`src/kprc_defines.vh`:
```
// Functional notes
// - Run bit low stops scan, sounder, interrupts
// - Shutdown still reads alert, writes ports
// - Run bit high starts scan and sounder
// - Port bits 7..2: 0 drives low, 1 releases
// - Bit 1 drives int pin if scan-int off
// - Port read bit 0 returns alert level
`ifndef KPRC_DEFINES_VH
`define KPRC_DEFINES_VH
// ****************************************
// Register map
// ****************************************
`define KPRC_ADDR_CFG 8'h04
`define KPRC_ADDR_PORT 8'h05
`define KPRC_CFG_RESET 8'h01
`define KPRC_PORT_RESET 7'h7f
`define KPRC_RUN_BIT 7
`define KPRC_ALERT_BIT 0
`define KPRC_INT_BIT 1
`define KPRC_SCAN_INT_NONE 5'h00
`define KPRC_PORT_HI 7
`define KPRC_PORT_LO 2
`define KPRC_RDATA_RESET 8'h00
`define KPRC_RDATA_NONE 8'h00
`define KPRC_PIN_LOW 1'h0
`endif

```
`src/kprc_top.v`:
```
`timescale 1ns/100ps
`default_nettype none
`include "kprc_defines.vh"
module kprc_top (
  input wire clk_sys_in,
  input wire nrst_in,
  input wire reg_wr_in,
  input wire [7:0] reg_addr_in,
  input wire [7:0] reg_wdata_in,
  output reg [7:0] reg_rdata_out,
  input wire [4:0] scan_int_cfg_in,
  input wire alert_in,
  input wire scan_int_req_in,
  output wire scan_run_out,
  output wire sound_run_out,
  output wire [7:2] port_o_out,
  output wire [7:2] port_oe_n_out,
  output wire int_o_out,
  output wire int_oe_n_out
);

  // ****************************************
  // Registers
  // ****************************************
  reg [7:0] cfg_r;
  reg [7:0] cfg_nxt;
  reg [7:0] rdata_nxt;
  reg int_low;

  // ****************************************
  // Nets
  // ****************************************
  wire [7:1] port_state;
  wire [7:2] port_release;
  wire [7:0] port_word;
  wire run;
  wire cfg_sel;
  wire port_sel;
  wire cfg_wr;
  wire port_wr;
  wire scan_int_off;
  wire int_port_high;
  wire int_rd_bit;

  // ****************************************
  // Functions
  // ****************************************
  // Shared by the write strobes and the readback mux
  function is_cfg_addr;
    input [7:0] addr;
    begin
      is_cfg_addr = (addr == `KPRC_ADDR_CFG);
    end
  endfunction

  function is_port_addr;
    input [7:0] addr;
    begin
      is_port_addr = (addr == `KPRC_ADDR_PORT);
    end
  endfunction

  // All-zero key-scan interrupt field hands the pin to the port register
  function scan_int_disabled;
    input [4:0] field;
    begin
      scan_int_disabled = (field == `KPRC_SCAN_INT_NONE);
    end
  endfunction

  function run_bit;
    input [7:0] cfg;
    begin
      run_bit = cfg[`KPRC_RUN_BIT];
    end
  endfunction

  function [7:2] port_levels;
    input [7:1] state;
    begin
      port_levels = state[`KPRC_PORT_HI:`KPRC_PORT_LO];
    end
  endfunction

  // A released bit reads back as 1
  function [7:0] port_read_word;
    input [7:2] ports;
    input int_high;
    input alert;
    begin
      port_read_word = {ports, int_high, alert};
    end
  endfunction

  // Shutdown keeps key-scan requests off the pin
  function int_pin_low;
    input off;
    input running;
    input request;
    input port_high;
    begin
      if (off) begin
        int_pin_low = ~port_high;
      end else if (running) begin
        int_pin_low = request;
      end else begin
        int_pin_low = 1'h0;
      end
    end
  endfunction

  function [7:0] read_mux;
    input cfg_hit;
    input port_hit;
    input [7:0] cfg_word;
    input [7:0] port_word_in;
    begin
      if (cfg_hit) begin
        read_mux = cfg_word;
      end else if (port_hit) begin
        read_mux = port_word_in;
      end else begin
        read_mux = `KPRC_RDATA_NONE;
      end
    end
  endfunction

  // ****************************************
  // Address decode and write strobes
  // ****************************************
  assign cfg_sel = is_cfg_addr(reg_addr_in);
  assign port_sel = is_port_addr(reg_addr_in);
  assign cfg_wr = reg_wr_in && cfg_sel;
  assign port_wr = reg_wr_in && port_sel;
  assign scan_int_off = scan_int_disabled(scan_int_cfg_in);

  // ****************************************
  // Configuration register
  // ****************************************
  always @* begin
    cfg_nxt = cfg_r;
    if (cfg_wr) begin
      cfg_nxt = reg_wdata_in;
    end
  end

  always @(posedge clk_sys_in or negedge nrst_in) begin
    if (!nrst_in) begin
      cfg_r <= `KPRC_CFG_RESET;
    end else begin
      cfg_r <= cfg_nxt;
    end
  end

  // ****************************************
  // Run control
  // ****************************************
  // Scan and sounder engines live outside; they only see these enables
  assign run = run_bit(cfg_r);
  assign scan_run_out = run;
  assign sound_run_out = run;

  // ****************************************
  // Port latch
  // ****************************************
  // Writes land in shutdown as well, so the latch never looks at the run bit
  kprc_port_out u_port (
    .clk_sys_in(clk_sys_in),
    .nrst_in(nrst_in),
    .wr_in(port_wr),
    .wdata_in(reg_wdata_in),
    .scan_int_cfg_in(scan_int_cfg_in),
    .state_out(port_state)
  );

  // ****************************************
  // Port pins
  // ****************************************
  // Data side stays low; only the enables move, so no pin ever drives high
  assign port_release = port_levels(port_state);
  genvar pin_idx;
  generate
    for (pin_idx = `KPRC_PORT_LO; pin_idx <= `KPRC_PORT_HI; pin_idx = pin_idx + 1) begin : g_pin
      assign port_o_out[pin_idx] = `KPRC_PIN_LOW;
      assign port_oe_n_out[pin_idx] = port_release[pin_idx];
    end
  endgenerate

  // ****************************************
  // Interrupt pin
  // ****************************************
  assign int_port_high = port_state[`KPRC_INT_BIT];
  assign int_o_out = `KPRC_PIN_LOW;

  always @* begin
    int_low = int_pin_low(scan_int_off, run, scan_int_req_in, int_port_high);
  end

  assign int_oe_n_out = ~int_low;
  // Reads show the pin as it stands, not the value last written
  assign int_rd_bit = ~int_low;

  // ****************************************
  // Readback
  // ****************************************
  assign port_word = port_read_word(port_release, int_rd_bit, alert_in);

  // Registered: data follows the address by one edge
  always @* begin
    rdata_nxt = read_mux(cfg_sel, port_sel, cfg_r, port_word);
  end

  always @(posedge clk_sys_in or negedge nrst_in) begin
    if (!nrst_in) begin
      reg_rdata_out <= `KPRC_RDATA_RESET;
    end else begin
      reg_rdata_out <= rdata_nxt;
    end
  end
endmodule
`default_nettype wire

```
`src/kprc_port_out.v`:
```
`timescale 1ns/100ps
`default_nettype none
`include "kprc_defines.vh"
module kprc_port_out (
  input wire clk_sys_in,
  input wire nrst_in,
  input wire wr_in,
  input wire [7:0] wdata_in,
  input wire [4:0] scan_int_cfg_in,
  output reg [7:1] state_out
);
  // ****************************************
  // Port latch; works regardless of run bit
  // ****************************************
  always @(posedge clk_sys_in or negedge nrst_in) begin
    if (!nrst_in) begin
      state_out <= `KPRC_PORT_RESET;
    end else if (wr_in) begin
      state_out[`KPRC_PORT_HI:`KPRC_PORT_LO] <= wdata_in[`KPRC_PORT_HI:`KPRC_PORT_LO];
      // Int pin only owned here while key-scan interrupts are off
      if (scan_int_cfg_in == `KPRC_SCAN_INT_NONE) begin
        state_out[`KPRC_INT_BIT] <= wdata_in[`KPRC_INT_BIT];
      end
    end
  end
endmodule
`default_nettype wire

```
`config.mk`:
```
export PLATFORM = sky130hd
export DESIGN_NAME = kprc_top
export DESIGN_NICKNAME = d
export VERILOG_FILES = /design/src/kprc_top.v /design/src/kprc_port_out.v
export VERILOG_INCLUDE_DIRS = /design/src
export SDC_FILE = /design/constraint.sdc
export NUM_CORES = 1
export LEC_CHECK = 0
export BUFFER_PORTS_ARGS = -buffer_cell sky130_fd_sc_hd__buf_2
export CAP_MARGIN = 20
export CELL_PAD_IN_SITES_DETAIL_PLACEMENT = 2
export CELL_PAD_IN_SITES_GLOBAL_PLACEMENT = 2
export CORE_MARGIN = 2
export CORE_UTILIZATION = 30
export CTS_CLUSTER_SIZE = 14
export DETAILED_ROUTE_END_ITERATION = 10
export GPL_ROUTABILITY_DRIVEN = 0
export PLACE_DENSITY_LB_ADDON = 0.1
export SLEW_MARGIN = 20
export SYNTH_ARGS = -nofsm -noshare
export SYNTH_HDL_FRONTEND = slang
export SYNTH_HIERARCHICAL = 1
export SYNTH_SLANG_ARGS = --single-unit
export TNS_END_PERCENT = 5
```
`constraint.sdc`:
```
create_clock -name clk_sys_in -period 2.9 [get_ports clk_sys_in]
set_input_delay 0.145 -clock clk_sys_in [delete_from_list [all_inputs] [get_ports clk_sys_in]]
set_output_delay 0.145 -clock clk_sys_in [all_outputs]
set_load 0.02 [all_outputs]
```
# Yosys cells after proc, flatten, opt, wreduce, memory -nomap -nowiden

Index checks and enable logic that the tools add are counted.

Register bits: 23
Input bits: 26
Output and inout port bits: 24
Word-level logic and storage cells: 16

Eq/ne operators: 2
Multiplexer cells: 4
Bitwise operators: 2
Reductions and logical operators: 4

Operator list:

| cell                                          | count |
|---|---|
| == test 8 x 3 -> 1 bit, second input constant | 2 |
| 2-to-1 mux 8 bit                              | 2 |
| zero test 5 bit                               | 1 |
| logical AND 1 bit                             | 2 |
| 2-to-1 mux 1 bit                              | 2 |
| NOT 1 bit                                     | 2 |
| AND reduction 2 bit                           | 1 |

# Depth between registers and ports, before layout

Word-level depth: 5
Depth in mapped cells: 7
Mapped depth without buffers: 6

# By module

The synthesis kept the hierarchy.

By module, submodules not included:

| module        | times used | cells each | area an instance (um2) | sequential area each (um2) |
|---|---|---|---|---|
| kprc_top      | 1          | 64         | 775.7                  | 401.6 |
| kprc_port_out | 1          | 17         | 294.0                  | 183.9 |

# Worst setup path before layout

OpenSTA, ideal clock, no wires.

Kind: in2reg
From: input port reg_addr_in[5]
To: register u_port/state_out[1] in the netlist's numbering
Library setup time: 0.082 ns
Arrival time: 1.910 ns
Data required time: 2.818 ns
Path slack: 0.908 ns
Stages on the path: 7
Buffers on the path: 1
Path through: nor3_1 > nand2_1 > nor2_1 > buf_6 > or4b_1 > nor3_2 > mux2_2

Cells in the longest elaborated chain, start to end: 3

RTL lines:

| what                             | line               | text |
|---|---|---|
| from (decl)                      | kprc_top.v:8       | `input wire [7:0] reg_addr_in,` |
| == test 8 x 3 -> 1 bit (no line) | --                 |  |
| logical AND 1 bit                | kprc_top.v:134     | `assign port_wr = reg_wr_in && port_sel;` |
| via port_wr                      | kprc_top.v:40      | `wire port_wr;` |
| AND reduction 2 bit (no line)    | --                 |  |
| to (signal assigned)             | kprc_port_out.v:17 | `` state_out <= `KPRC_PORT_RESET; `` |
| to (signal, indexed assignment)  | kprc_port_out.v:19 | `` state_out[`KPRC_PORT_HI:`KPRC_PORT_LO] <= wdata_in[`KPRC_PORT_HI:`KPRC_PORT_LO]; `` |
| to (signal, indexed assignment)  | kprc_port_out.v:22 | `` state_out[`KPRC_INT_BIT] <= wdata_in[`KPRC_INT_BIT]; `` |
| to (decl)                        | kprc_port_out.v:10 | `output reg [7:1] state_out` |

The timed path passes the listed nets, and every way through them passes these cells.
A chain may end at the register's enable or synchronous reset.

# Worst setup path after layout

Ends and elaborated chain as after synthesis.

==> metrics.md <==
| Metric | Value |
|---|---|
| Mean Syn Cell Area | 13.21 µm² |
| Area grow syn2layout | 24.09% |
| Crit. End Element | flip-flop |
| Post-synth top area share | 35.09% |
| CP Buf/Inv Count | 1 |
| Largest stage delay on the critical path | 460 ps |
| Synth area leader | dfrtp_1 |
| Share of layout cells above drive strength 1 | 58.40% |
| Fmax | 0.5250 GHz |
| CTS tree | yes |
| Crit path DAT | 2150 ps |
| # diodes | 0 |
| Post-route setup TNS | 0 ps |
| Largest delay share family, worst path | simple AND/OR/NAND/NOR gates |
| Vias in the first global route | 875 |
| Post-Layout Cell Count | 171 |
| Leakage | 0.6868 nW |
| Die ar. | 0.004060 mm² |
| Initial Util | 31.56% |
| Mapped Cells | 81 |
| DRT iter0 DRCs | 7 |
| Die width | 63.72 µm |
| Worst-path cell chain | buf_2 > nor3_1 > nand2_1 > nor2_1 > or4b_1 > nor3_2 > mux2_2 |
| GRT overflow | 0 |
| Depth of the CTS H-tree | 1 |
| Post-Syn Area | 0.001070 mm² |
| Max cap viols | 0 |
| Slew Viols, Final | 0 |
| Fin nets | 152 |
| Core area | 0.003390 mm² |
| Worst setup SP type | input pin |
| Worst slew pin tran | 543.0 ps |
| Post-route antenna net violation count | 0 |
| First-pass GRT wire length | 4188 µm |
| RSZ-0062 raised after global routing | false |
| IO buf count | 42 |
| Die Ht | 63.72 µm |
| Number of cells on the worst reg-to-reg path | 2 |
| Worst IR Drop VDD | 0.1487 mV |
| Longest Clk Path Bufs | 2 |
| Yosys Warn Count | 6 |
| Postcts setup bufs | 0 |
| Post-synthesis sequential area ratio | 54.74% |
| Req. time, crit path | 3150 ps |
| CP Class | in2reg |
| Detail Placement HPWL | 2023 µm |
| Crit Path Max Fanout | 9 |
| Most common cell after layout, fill and taps aside | buf_2 |
| Final Skew | 5.650 ps |
| Routed vias/inst | 4.550 |
| Io pins | 50 |
| Initial DRT Pass Iterations | 4 |
| Worst hold path type | in2reg |
| Min Clock Period, post-route | 1905 ps |
| Hold depth | 2 |
| Most frequent cells in the layout | buf_2, mux2_2, dfrtp_1, nor2_1, dfstp_2 |
| CP max stage cell | or4b_1 |
| Initial antenna violation count | 0 |
| Overall Global Routing Usage | 13.46% |
| Slew headroom | 63.80% |
| Clock Sinks | 23 |
| Dpl cell area | 0.001291 mm² |
| Setup Viol. Count Final | 0 |
| Status | completed |
| Fin. Hold Viols | 0 |
| # rows | 21 |
| Library cells used by synthesis | 19 |
| Via count | 778 |
| Worst-skew pair later-pin latency | 300 ps |
| Stages on worst setup path | 7 |
| Root Buffer | clkbuf_4 |
| Yosys reg bits | 23 |
| Area contributors post-synth | dfrtp_1, dfstp_2, mux2_2, mux2i_1, buf_4 |
| Design Area, Final | 0.001328 mm² |
| Pwr/cell area | 424.2 mW/mm² |
| DR DRC count | 0 |
| Wire per inst | 15.02 µm |
| Period utilisation layout | 65.68% |
| CTS clk-pin slew, worst paths | 130 ps |
| Cts bufs inserted | 3 |
| Cts repair resizes | 0 |
| Pin count of the biggest net entering global routing | 24 |
| Placed cells | 166 |
| DRT Wirelength | 2568 µm |
Yosys cell counts:
cell type / count
mux2_2: 16
dfrtp_1: 15
nor2_1: 9
buf_4: 8
dfstp_2: 8
mux2i_1: 7
nand2_1: 5
nor3_1: 2
a221o_1: 1
a31oi_1: 1
buf_2: 1
buf_6: 1
conb_1: 1
inv_1: 1
nand4_1: 1
nand4_4: 1
nor3_2: 1
nor4b_4: 1
or4b_1: 1
worst register-to-register path: stages (launching register included):
cell	delay, ps
dfrtp_1	450
a221o_1	370
a31oi_1	150
power by group:
part           switching (mW)  total [mW]  internal [mW]
Sequential            0.00623       0.340          0.334
Combinational          0.0453      0.0765         0.0312
Clock                  0.0929       0.146         0.0536
per-layer routing:
layer | GRT usage (%) | vias to the layer above | share of wire (%)
li1 | - | 350 | -
met1 | 16.38 | 391 | 41
met2 | 23.29 | 35 | 52
met3 | 2.857 | 2 | 6.4
met4 | 4.891 | 0 | 0.70
met5 | 0 | - | 0
registers in the layout, indices dropped and copies added, names as in the netlist:
signal	cells
cfg_r	8
u_port/state_out	7
reg_rdata_out	8
through the flow:
stage / hold slack, ps / setup WS [ps] / total power [mW] / util, %
3_5_place_dp: 153.0 / 648.5 / 0.4229 / 38.10
6_report: 74.84 / 995.2 / 0.5632 / 39.17
4_1_cts: 67.10 / 969.0 / 0.5723 / 39.17
3_3_place_gp: 149.5 / 764.1 / 0.4196 / 38.10
5_1_grt: 56.83 / 811.3 / 0.5958 / 39.17
2_1_floorplan: -150.6 / 908.0 / 0.3919 / -
cells by family after synthesis:
kind of cell / share of synthesized area (%)
AO/OA/AOI/OAI: 1.521
buffers and inverters: 7.485
flip-flops: 54.74
multiplexers: 23.39
other: 0.3505
AND/OR/NAND/NOR: 12.51
path summary, 6_finish.rpt:
kind,start,to,slack [ps]
worst max-delay path,reg_addr_in[5],u_port/state_out[1],1000
worst min-delay path,reg_wdata_in[4],cfg_r[4],70
worst max register to register,cfg_r[7],reg_rdata_out[1],1850
worst min register to register,cfg_r[5],cfg_r[5],520
max in group asynchronous,nrst_in,cfg_r[0],2180
min in group asynchronous,nrst_in,cfg_r[5],350
layout make-up:
class | instances | area, µm²
Clock buffer | 4 | 26.28
Fill cell | 373 | 2062
Inverter | 1 | 3.754
Multi-Input combinational cell | 53 | 426.7
Sequential cell | 23 | 585.6
Tap cell | 46 | 57.56
Timing Repair Buffer | 44 | 227.7
timing repair:
action	in CTS	in global routing
hold buffers	1	0
hold endpoints to repair	15	0
endpoints found under the setup margin	0	0
Power figures use the tool's default switching activity.
